## src/hdl/ocl_pkg.sv

```systemverilog
// Package for the overcurrent limiter: register map, field layouts,
// reset values, blanking times and the structs that carry related fields.
// Assumes a 250 MHz hclk and an AHB-Lite master with 32-bit data.
package ocl_pkg;

  //////////////////////////////////////////////////////////////////////////////
  // Register byte offsets, one aligned word each.
  localparam logic [7:0] OCL_OFF_OC_CTRL  = 8'h00;
  localparam logic [7:0] OCL_OFF_GAIN     = 8'h04;
  localparam logic [7:0] OCL_OFF_COMP     = 8'h08;
  localparam logic [7:0] OCL_OFF_IRQ_STAT = 8'h0C;
  localparam logic [7:0] OCL_OFF_IRQ_MASK = 8'h10;
  localparam logic [7:0] OCL_OFF_LIVE     = 8'h14;

  // Field positions.
  localparam int OCL_EN_BIT      = 7;
  localparam int OCL_BLANK_LSB   = 5;
  localparam int OCL_THRESH_LSB  = 0;
  localparam int OCL_TRIM_LSB    = 0;
  localparam int OCL_ZERO_LSB    = 4;
  localparam int OCL_CGAIN_LSB   = 0;
  localparam int OCL_FLAG_BIT    = 0;

  // Values after reset.
  localparam logic [7:0] OCL_RST_OC_CTRL = 8'h00;
  localparam logic [4:0] OCL_RST_TRIM    = 5'h00;
  localparam logic [7:0] OCL_RST_COMP    = 8'h00;
  localparam logic       OCL_RST_MASK    = 1'b0;

  // Fixed gain ahead of the converter, untouched by the trim.
  localparam int OCL_FIXED_GAIN_DB = 6;

  // Clock period and blanking times, each in ns.
  localparam int OCL_CLK_PERIOD_NS = 4;
  localparam int OCL_BLANK0_NS     = 110;
  localparam int OCL_BLANK1_NS     = 200;
  localparam int OCL_BLANK2_NS     = 380;
  localparam int OCL_BLANK3_NS     = 740;

  // Blanking is a least time, so each count rounds up.
  localparam int OCL_BLANK0_CYC = (OCL_BLANK0_NS + OCL_CLK_PERIOD_NS - 1) / OCL_CLK_PERIOD_NS;
  localparam int OCL_BLANK1_CYC = (OCL_BLANK1_NS + OCL_CLK_PERIOD_NS - 1) / OCL_CLK_PERIOD_NS;
  localparam int OCL_BLANK2_CYC = (OCL_BLANK2_NS + OCL_CLK_PERIOD_NS - 1) / OCL_CLK_PERIOD_NS;
  localparam int OCL_BLANK3_CYC = (OCL_BLANK3_NS + OCL_CLK_PERIOD_NS - 1) / OCL_CLK_PERIOD_NS;
  localparam int OCL_BLANK_W    = 8;

  // Overcurrent control register layout.
  typedef struct packed {
    logic       enable;
    logic [1:0] blank_sel;
    logic [4:0] threshold;
  } ocl_oc_ctrl_t;

  // Captured AHB address phase.
  typedef struct packed {
    logic       write;
    logic [7:0] addr;
  } ocl_aphase_t;

endpackage

```

## src/hdl/ocl_top.sv

```systemverilog
// Cycle-by-cycle peak overcurrent limiter with sense gain and compensation
// configuration, reached as an AHB-Lite slave.
// Assumes pwm_demand comes from the modulator on hclk; the comparator and
// switching clock arrive from outside and are synchronised here.
//
// Our own choices: the placing of the registers and the AHB-Lite register port.
`timescale 1ns/1ns
`default_nettype none
module ocl_top
  import ocl_pkg::*;
(
  input  wire logic        hclk,
  input  wire logic        hresetn,
  input  wire logic        hsel,
  input  wire logic [31:0] haddr,
  input  wire logic [1:0]  htrans,
  input  wire logic        hwrite,
  input  wire logic [2:0]  hsize,
  input  wire logic [31:0] hwdata,
  input  wire logic        hready,
  output logic      [31:0] hrdata,
  output logic             hreadyout,
  output logic             hresp,
  input  wire logic        sw_clk_pin,
  input  wire logic        oc_comp_pin,
  input  wire logic        pwm_demand,
  output logic             hs_drive,
  output logic      [4:0]  overcurrent_threshold,
  output logic      [4:0]  sense_gain_trim,
  output logic      [3:0]  comp_zero_freq_select,
  output logic      [3:0]  comp_gain_select,
  output logic             irq
);

  ocl_oc_ctrl_t           oc_ctrl_reg;
  logic [4:0]             trim_reg;
  logic [7:0]             comp_reg;
  logic                   flag_reg;
  logic                   mask_reg;
  ocl_aphase_t            aphase_reg;
  logic                   wr_pend_reg;
  logic                   rd_pend_reg;
  logic                   sw_clk_sync;
  logic                   comp_sync;
  logic                   sw_clk_prev_reg;
  logic                   terminated_reg;
  logic                   trip_in_cycle_reg;
  logic                   clean_cycle_reg;
  logic [OCL_BLANK_W-1:0] blank_cnt_reg;
  logic                   hs_prev_reg;
  logic                   cycle_start;
  logic                   hs_rise;
  logic                   trip_now;
  logic                   bus_take;
  logic                   flag_clear_req;

  //////////////////////////////////////////////////////////////////////////////
  // Blanking count for a select code; used by the loader and the checks.
  function automatic logic [OCL_BLANK_W-1:0] blank_count(input logic [1:0] sel);
    case (sel)
      2'h0:    blank_count = OCL_BLANK_W'(OCL_BLANK0_CYC);
      2'h1:    blank_count = OCL_BLANK_W'(OCL_BLANK1_CYC);
      2'h2:    blank_count = OCL_BLANK_W'(OCL_BLANK2_CYC);
      default: blank_count = OCL_BLANK_W'(OCL_BLANK3_CYC);
    endcase
  endfunction

  // Read value of a register; unmapped words read as zero.
  function automatic logic [31:0] read_word(input logic [7:0] addr);
    case (addr)
      OCL_OFF_OC_CTRL:  read_word = {24'h000000, oc_ctrl_reg};
      OCL_OFF_GAIN:     read_word = {27'h0000000, trim_reg};
      OCL_OFF_COMP:     read_word = {24'h000000, comp_reg};
      OCL_OFF_IRQ_STAT: read_word = {31'h00000000, flag_reg};
      OCL_OFF_IRQ_MASK: read_word = {31'h00000000, mask_reg};
      OCL_OFF_LIVE:     read_word = {28'h0000000, clean_cycle_reg, trip_in_cycle_reg,
                                     terminated_reg, hs_drive};
      default:          read_word = 32'h00000000;
    endcase
  endfunction

  //////////////////////////////////////////////////////////////////////////////
  // Outside inputs pass the three-stage filter before any logic sees them.
  ocl_sync3 u_sync_sw (
    .clk       (hclk),
    .rst_n     (hresetn),
    .async_in  (sw_clk_pin),
    .level_out (sw_clk_sync)
  );

  ocl_sync3 u_sync_comp (
    .clk       (hclk),
    .rst_n     (hresetn),
    .async_in  (oc_comp_pin),
    .level_out (comp_sync)
  );

  //////////////////////////////////////////////////////////////////////////////
  // Bus slave. Writes finish with no wait; reads add one wait state so a read
  // right after a write always returns the freshly written value.
  assign bus_take       = hsel && htrans[1] && hready;
  assign flag_clear_req = wr_pend_reg && (aphase_reg.addr == OCL_OFF_IRQ_STAT) &&
                          hwdata[OCL_FLAG_BIT];

  always_ff @(posedge hclk or negedge hresetn) begin
    if (!hresetn) begin
      aphase_reg  <= '0;
      wr_pend_reg <= 1'b0;
      rd_pend_reg <= 1'b0;
    end else begin
      wr_pend_reg <= bus_take && hwrite;
      rd_pend_reg <= bus_take && !hwrite;
      if (bus_take) begin
        aphase_reg.write <= hwrite;
        aphase_reg.addr  <= {haddr[7:2], 2'b00};
      end
    end
  end

  // Wait state and read data, both from flip-flops.
  always_ff @(posedge hclk or negedge hresetn) begin
    if (!hresetn) begin
      hreadyout <= 1'b1;
      hrdata    <= 32'h00000000;
      hresp     <= 1'b0;
    end else begin
      hresp <= 1'b0;
      if (bus_take && !hwrite) begin
        hreadyout <= 1'b0;
      end else if (rd_pend_reg) begin
        hreadyout <= 1'b1;
        hrdata    <= read_word(aphase_reg.addr);
      end
    end
  end

  //////////////////////////////////////////////////////////////////////////////
  // Configuration registers.
  always_ff @(posedge hclk or negedge hresetn) begin
    if (!hresetn) begin
      oc_ctrl_reg <= OCL_RST_OC_CTRL;
      trim_reg    <= OCL_RST_TRIM;
      comp_reg    <= OCL_RST_COMP;
      mask_reg    <= OCL_RST_MASK;
    end else if (wr_pend_reg) begin
      case (aphase_reg.addr)
        OCL_OFF_OC_CTRL:  oc_ctrl_reg <= hwdata[7:0];
        OCL_OFF_GAIN:     trim_reg    <= hwdata[OCL_TRIM_LSB +: 5];
        OCL_OFF_COMP:     comp_reg    <= hwdata[7:0];
        OCL_OFF_IRQ_MASK: mask_reg    <= hwdata[OCL_FLAG_BIT];
        default:          mask_reg    <= mask_reg;
      endcase
    end
  end

  // Configuration outputs mirror their registers.
  always_ff @(posedge hclk or negedge hresetn) begin
    if (!hresetn) begin
      overcurrent_threshold <= OCL_RST_OC_CTRL[OCL_THRESH_LSB +: 5];
      sense_gain_trim       <= OCL_RST_TRIM;
      comp_zero_freq_select <= OCL_RST_COMP[OCL_ZERO_LSB +: 4];
      comp_gain_select      <= OCL_RST_COMP[OCL_CGAIN_LSB +: 4];
    end else begin
      overcurrent_threshold <= oc_ctrl_reg.threshold;
      sense_gain_trim       <= trim_reg;
      comp_zero_freq_select <= comp_reg[OCL_ZERO_LSB +: 4];
      comp_gain_select      <= comp_reg[OCL_CGAIN_LSB +: 4];
    end
  end

  //////////////////////////////////////////////////////////////////////////////
  // Switching cycle edges and blanking.
  assign cycle_start = sw_clk_sync && !sw_clk_prev_reg;
  assign hs_rise     = hs_drive && !hs_prev_reg;
  assign trip_now    = oc_ctrl_reg.enable && hs_drive && !hs_rise &&
                       (blank_cnt_reg == '0) && comp_sync;

  always_ff @(posedge hclk or negedge hresetn) begin
    if (!hresetn) begin
      sw_clk_prev_reg <= 1'b0;
      hs_prev_reg     <= 1'b0;
    end else begin
      sw_clk_prev_reg <= sw_clk_sync;
      hs_prev_reg     <= hs_drive;
    end
  end

  // blank from rising edge
  // The counter reloads on every drive rise, so a short pulse is blanked whole.
  always_ff @(posedge hclk or negedge hresetn) begin
    if (!hresetn) begin
      blank_cnt_reg <= '0;
    end else if (hs_rise) begin
      blank_cnt_reg <= blank_count(oc_ctrl_reg.blank_sel) - OCL_BLANK_W'(1);
    end else if (!hs_drive) begin
      blank_cnt_reg <= '0;
    end else if (blank_cnt_reg != '0) begin
      blank_cnt_reg <= blank_cnt_reg - OCL_BLANK_W'(1);
    end
  end

  //////////////////////////////////////////////////////////////////////////////
  // High-side drive gating.
  // cut and restore
  // The termination latch only releases at a cycle start, so a trip can never
  // let the drive back on inside the same cycle.
  always_ff @(posedge hclk or negedge hresetn) begin
    if (!hresetn) begin
      terminated_reg <= 1'b0;
    end else if (trip_now) begin
      terminated_reg <= 1'b1;
    end else if (cycle_start) begin
      terminated_reg <= 1'b0;
    end
  end

  always_ff @(posedge hclk or negedge hresetn) begin
    if (!hresetn) begin
      hs_drive <= 1'b0;
    end else begin
      hs_drive <= pwm_demand && !trip_now && (!terminated_reg || cycle_start);
    end
  end

  //////////////////////////////////////////////////////////////////////////////
  // Clean-cycle tracking for the clear qualification.
  // one clean cycle
  always_ff @(posedge hclk or negedge hresetn) begin
    if (!hresetn) begin
      trip_in_cycle_reg <= 1'b0;
      clean_cycle_reg   <= 1'b0;
    end else begin
      if (trip_now) begin
        trip_in_cycle_reg <= 1'b1;
        clean_cycle_reg   <= 1'b0;
      end else if (cycle_start) begin
        trip_in_cycle_reg <= 1'b0;
        clean_cycle_reg   <= clean_cycle_reg || !trip_in_cycle_reg;
      end
    end
  end

  // flag set and clear
  // Set wins over a simultaneous clear; the mask never gates the set, but the enable does.
  always_ff @(posedge hclk or negedge hresetn) begin
    if (!hresetn) begin
      flag_reg <= 1'b0;
    end else if (trip_now) begin
      flag_reg <= 1'b1;
    end else if (flag_clear_req && clean_cycle_reg) begin
      flag_reg <= 1'b0;
    end
  end

  // Interrupt line, high while the flag is set and unmasked.
  always_ff @(posedge hclk or negedge hresetn) begin
    if (!hresetn) begin
      irq <= 1'b0;
    end else begin
      irq <= (flag_reg || trip_now) && mask_reg;
    end
  end
endmodule
`default_nettype wire

```

## src/hdl/ocl_sync3.sv

```systemverilog
// Three-stage input synchroniser with an agreement filter.
// Assumes the input is asynchronous to clk; the output only moves once
// the second and third stages agree on a new level.
`timescale 1ns/1ns
`default_nettype none
module ocl_sync3
  import ocl_pkg::*;
(
  input  wire logic clk,
  input  wire logic rst_n,
  input  wire logic async_in,
  output logic      level_out
);

  logic meta_reg;
  logic s2_reg;
  logic s3_reg;

  //////////////////////////////////////////////////////////////////////////////
  // The first stage feeds only the second, so metastability stays contained.
  always_ff @(posedge clk or negedge rst_n) begin
    if (!rst_n) begin
      meta_reg <= 1'b0;
      s2_reg   <= 1'b0;
      s3_reg   <= 1'b0;
    end else begin
      meta_reg <= async_in;
      s2_reg   <= meta_reg;
      s3_reg   <= s2_reg;
    end
  end

  // A change is accepted only when two settled stages agree.
  always_ff @(posedge clk or negedge rst_n) begin
    if (!rst_n) begin
      level_out <= 1'b0;
    end else if (s2_reg == s3_reg) begin
      level_out <= s3_reg;
    end
  end

endmodule
`default_nettype wire

```

## config.mk

```make
export PLATFORM = sky130hd
export DESIGN_NAME = ocl_top
export DESIGN_NICKNAME = d
export VERILOG_FILES = /design/src/hdl/ocl_pkg.sv /design/src/hdl/ocl_top.sv /design/src/hdl/ocl_sync3.sv
export SDC_FILE = /design/constraint.sdc
export NUM_CORES = 1
export LEC_CHECK = 0
export ABC_AREA = 1
export BUFFER_PORTS_ARGS = -buffer_cell sky130_fd_sc_hd__buf_4
export CORE_MARGIN = 8
export CORE_UTILIZATION = 55
export CTS_BUF_LIST = sky130_fd_sc_hd__clkbuf_8
export DETAILED_ROUTE_END_ITERATION = 6
export PLACE_DENSITY = 0.87
export SYNTH_ARGS = -nofsm -noshare
export SYNTH_HDL_FRONTEND = slang
export SYNTH_SLANG_ARGS = --single-unit
```

## constraint.sdc

```tcl
create_clock -name hclk -period 2.3 [get_ports hclk]
set_clock_uncertainty 0.2 [all_clocks]
set_input_delay 0.575 -clock hclk [delete_from_list [all_inputs] [get_ports hclk]]
set_output_delay 0.575 -clock hclk [all_outputs]
set_load 0.005 [all_outputs]
```

# ---- Word level (Yosys, flattened, before mapping)
# Cells that the tools add are included.
# W data, S select, Z words.
dict set report totals {
  regBits 104
  input_bits 77
  wordCells 95
}
dict set report classes {
  addsub 2
  eq_ne 10
  mux 14
  bitwise 1
  reduce_logical 37
}
# operator count
set ops {}
lappend ops {{$pmux W8 S6} 1}
lappend ops {{$mux W8} 4}
lappend ops {{$pmux W8 S3} 1}
lappend ops {{$logic_and A1 B1 Y1} 16}
lappend ops {{$logic_not A8 Y1} 2}
lappend ops {{$sub A8 B1 Y8 const B} 2}
lappend ops {{$eq A6 B2 Y1 const B} 2}
lappend ops {{$eq A6 B3 Y1 const B} 2}
lappend ops {{$reduce_and A2 Y1} 5}
lappend ops {{$mux W1} 8}
lappend ops {{$reduce_bool A8 Y1} 1}
lappend ops {{$eq A6 B1 Y1 const B} 1}
lappend ops {{$logic_not A1 Y1} 6}
lappend ops {{$reduce_bool A2 Y1} 3}
lappend ops {{$logic_or A1 B1 Y1} 3}
lappend ops {{$ne A3 B1 Y1 const B} 1}
lappend ops {{$eq A1 B1 Y1} 2}
lappend ops {{$eq A2 B1 Y1 const B} 1}
lappend ops {{$eq A2 B2 Y1 const B} 1}
lappend ops {{$logic_not A2 Y1} 1}
lappend ops {{$not A1 Y1} 1}

# ---- Longest topological paths before layout
dict set report depth {
  ltp_word 9
  ltp_mapped 9
  mapped_depth_nobuf 9
}

# ---- Cells and area by module
# From an unflattened synthesis, not the netlist that was laid out.
dict set report unflattened {
  hier_cells 385
  hier_area_um2 3614.7
}
# module n_inst cells_per_inst area_each_um2 seq_area_each_um2
set modules_own_cells {}
lappend modules_own_cells {ocl_top 1 369 3382.0 1803.0}
lappend modules_own_cells {ocl_sync3 2 8 116.4 100.1}

# ---- Worst setup path after synthesis
# No wires, ideal clock.
dict set report synth_path {
  path_kind {input port to flip-flop}
  start {input hsel}
  end {register hrdata[0]}
  arrival_ns 1.270
  required_time_ns 1.983
  path_slack_ns 0.713
  stages 6
  n_path_buf 0
  path_cell_list {nand3_1 -> nor2_1 -> nor2_2 -> inv_1 -> nand2_1 -> nand2_1}
}
dict set report synth_via {
  elab_chain_cells 5
}
# element line
set synth_lines {}
lappend synth_lines {{start, declared} ocl_top.sv:14} ;# input wire logic hsel,
lappend synth_lines {{$logic_and A1 B1 Y1 (2 in series)} ocl_top.sv:101} ;# assign bus_take = hsel && htrans[1] && hready;
lappend synth_lines {{$logic_and A1 B1 Y1} ocl_top.sv:128} ;# if (bus_take && !hwrite) begin
lappend synth_lines {{$not A1 Y1 (no line)} -}
lappend synth_lines {{$reduce_and A2 Y1 (no line)} -}
lappend synth_lines {{end signal, assigned} ocl_top.sv:132} ;# hrdata <= read_word(aphase_reg.addr);
lappend synth_lines {{end, declared} ocl_top.sv:21} ;# output logic [31:0] hrdata,
# Every way passes these cells.
# A chain may end at the register's enable or synchronous reset.

# ---- Worst setup path after layout
dict set report layout_path {
  start {register hreadyout}
  end {output hreadyout}
}
# element line
set layout_rtl {}
lappend layout_rtl {{start, declared} ocl_top.sv:22} ;# output logic hreadyout,
lappend layout_rtl {{start signal, assigned} ocl_top.sv:123} ;# hreadyout <= 1'b1;
lappend layout_rtl {{start signal, assigned} ocl_top.sv:129} ;# hreadyout <= 1'b0;
lappend layout_rtl {{start signal, assigned} ocl_top.sv:131} ;# hreadyout <= 1'b1;
# No word-level cell between the ends.

==> results.md <==
- Worst Setup End Kind: output port
- Flop pwr share: 0.480
- Largest delay share family, worst path: flip-flops
- Final WS setup: 526.6 ps
- H-Tree Level Count: 3
- Synth Cell Area: 3576 um^2
- Critical Path Source Type: flip-flop
- Worst setup path start: hreadyout
- CTS tree: built
- Die width: 96.64 um
- Post-route ant nets: 0
- Final setup viols: 0
- Status: finished clean
- Worst flop-to-flop path startpoint: hs_drive
- Mapped Cells: 381
- Critical-path top delay cell: dfstp_2
- Seq/Total Area, Yosys: 0.5602
- Clock Tree Buf Depth: 2
- Period utilization: 0.7711
- Critical Path End: hreadyout
- Gr usage total: 0.1653
- Routed vias: 2579
- CP peak stage delay: 540 ps
- First-pass GRT wire length: 12540 um
- Switching share of power: 0.2654
- Die area: 9338 um^2
- Gpl congestion: 0.8310
- Total stage count of the critical path: 1
- VDD IR max: 0.4774 mV
- Number of global-route vias before repair: 2672
- Wire per inst: 14.26 um
- Via density: 4.912
- Unrepaired setup endpoints after global routing: no
- PwrDens: 785.5 nW/um^2
- Reg area: 2003 um^2
- Worst skew pair latency: 360 ps
- IO Pins: 131
- Initial antenna violation count: 0
- Hpwl dp: 5436 um
- Nets@finish: 526
- Worst min-delay path class: in2reg
- Worst Path Required: 1520 ps
- Int Power: 0.002436 W
- Crit path buf inv count: 1
- Core Rows: 29
- Max-cap violations: 0
- Proportion of layout cells with a drive suffix above 1: 0.2567
- P_sw: 0.0008801 W
- CTS clk-pin slew, worst paths: 80 ps
- Warnings, synthesis: 0
- Cells along the critical path: buf_4
- TritonRoute pass-1 iters: 4
- Place WS: 356.1 ps
- Initial Util: 0.5664
- P&R area growth vs syn: 18.05%
- Most frequent cells in the layout: 79 x nand2_1, 79 x dfrtp_1, 53 x buf_4
- Port-buffer cells: 51
- Post-cts gate resize count: 0
- Core region area: 6314 um^2
- Final hold violations: 0
- Sink Count: 80
- Combinational share of power: 0.141
- Drt total wl: 7484 um
- Avg Inst Size Synth: 9.386 um^2
- R2r endpoint: hs_drive
- Synth unique cells: 33
- Multi-input gate area: 1236 um^2
- Reg2Reg Depth: 9
- Largest net degree at the start of global routing: 35
- Leak Pwr: 2.332 nW
- R2R Setup Slk: 580 ps
- F_max: 563.9 MHz
- CP Max Fanout: 2
- Post-route setup TNS: 0 ps
- Inserted Diodes: 0
- GRT Residual Overflow: 0
- Critical path class: reg2out
- Crit path DAT: 1000 ps
- Die H: 96.64 um
- Root buf cell: clkbuf_8
- Starting DRT DRC Count: 136
- Num CTS Buffers: 9
- Drt drc: 0
- Flop and latch count out of synthesis: 80
- Fillers: 486
- Clock share of power: 0.380
- Final min period: 1773 ps
- Max-slew violations: 0
[layer usage]
metal	vias to the layer above	track usage	wire length, um
met2	84	0.2661	3681
met4	0	0.09704	235
met3	21	0.05690	453
met1	1211	0.1862	3113
met5	-	0	0
li1	1263	-	-
[Yosys cell counts, drive strengths merged]
cell | instances | area (um^2)
a21boi | 1 | 7.510
dfstp | 1 | 26.28
nand2 | 91 | 396.6
nor3 | 2 | 10.01
clkbuf | 1 | 3.750
clkinv | 3 | 15.01
nand3 | 12 | 65.06
and3 | 1 | 6.260
nor2 | 45 | 193.9
mux2 | 1 | 11.26
nand4 | 7 | 43.79
maj3 | 2 | 20.02
o22ai | 1 | 6.260
or2 | 1 | 6.260
inv | 52 | 197.7
xnor2 | 1 | 8.760
conb | 1 | 3.750
buf | 27 | 210.2
a31oi | 1 | 6.260
a21oi | 13 | 65.06
ha | 6 | 75.07
dfrtp | 79 | 1977
o21ai | 32 | 220.2
[power by group through the flow]
stage	combinational (W)	clock [W]	sequential [W]
detailed placement	0.000459	0	0.00162
CTS	0.000464	0.00128	0.00159
global route	0.000533	0.00133	0.00160
global placement	0.000430	0	0.00161
floorplan	0.000325	0	0.00160
finish	0.000467	0.00126	0.00159
[per-stage QoR]
step	cell area (um^2)	cells	total power, W	hold WS (ps)	util
floorplan	3666	405	0.001926	79.41	-
finish	4222	525	0.003316	117.5	0.6686
global route	4222	525	0.003470	94.04	0.6686
detailed placement	3966	508	0.002077	136.2	0.6282
global placement	3966	508	0.002042	134.0	0.6282
CTS	4222	525	0.003331	104.8	0.6686
[cells by family after synthesis]
kind of cell | synth area share
compound gates | 0.08537
flops | 0.5602
xor+xnor | 0.002450
simple gates | 0.2019
other cells | 0.001049
buf+inv | 0.1193
mux | 0.003149
fa+ha+maj | 0.02659
[what timing repair did]
item / CTS / global route
hold endpoints to repair: 21 / 0
hold buffers: 1 / 0
setup buffers: 0 / 0
[layout make-up]
type	instances	share of cell area
timing repair buffer	55	0.1014
clock buffer	10	0.03260
inverter	55	0.05039
multi-input combinational	242	0.2928
clock inverter	6	0.02549
tap	77	0.02282
sequential	80	0.4745
[worst min path at each step]
stage / cells after the start / to / start / slack (ps)
floorplan: 0 / aphase_reg[2] / hresetn / 80
global placement: 0 / u_sync_sw.s2_reg / u_sync_sw.meta_reg / 130
detailed placement: 0 / u_sync_sw.s2_reg / u_sync_sw.meta_reg / 140
CTS: 1 / u_sync_sw.meta_reg / sw_clk_pin / 100
global route: 1 / u_sync_sw.meta_reg / sw_clk_pin / 90
finish: 1 / u_sync_sw.meta_reg / sw_clk_pin / 120
No activity file was read; power rests on OpenSTA's default activity.
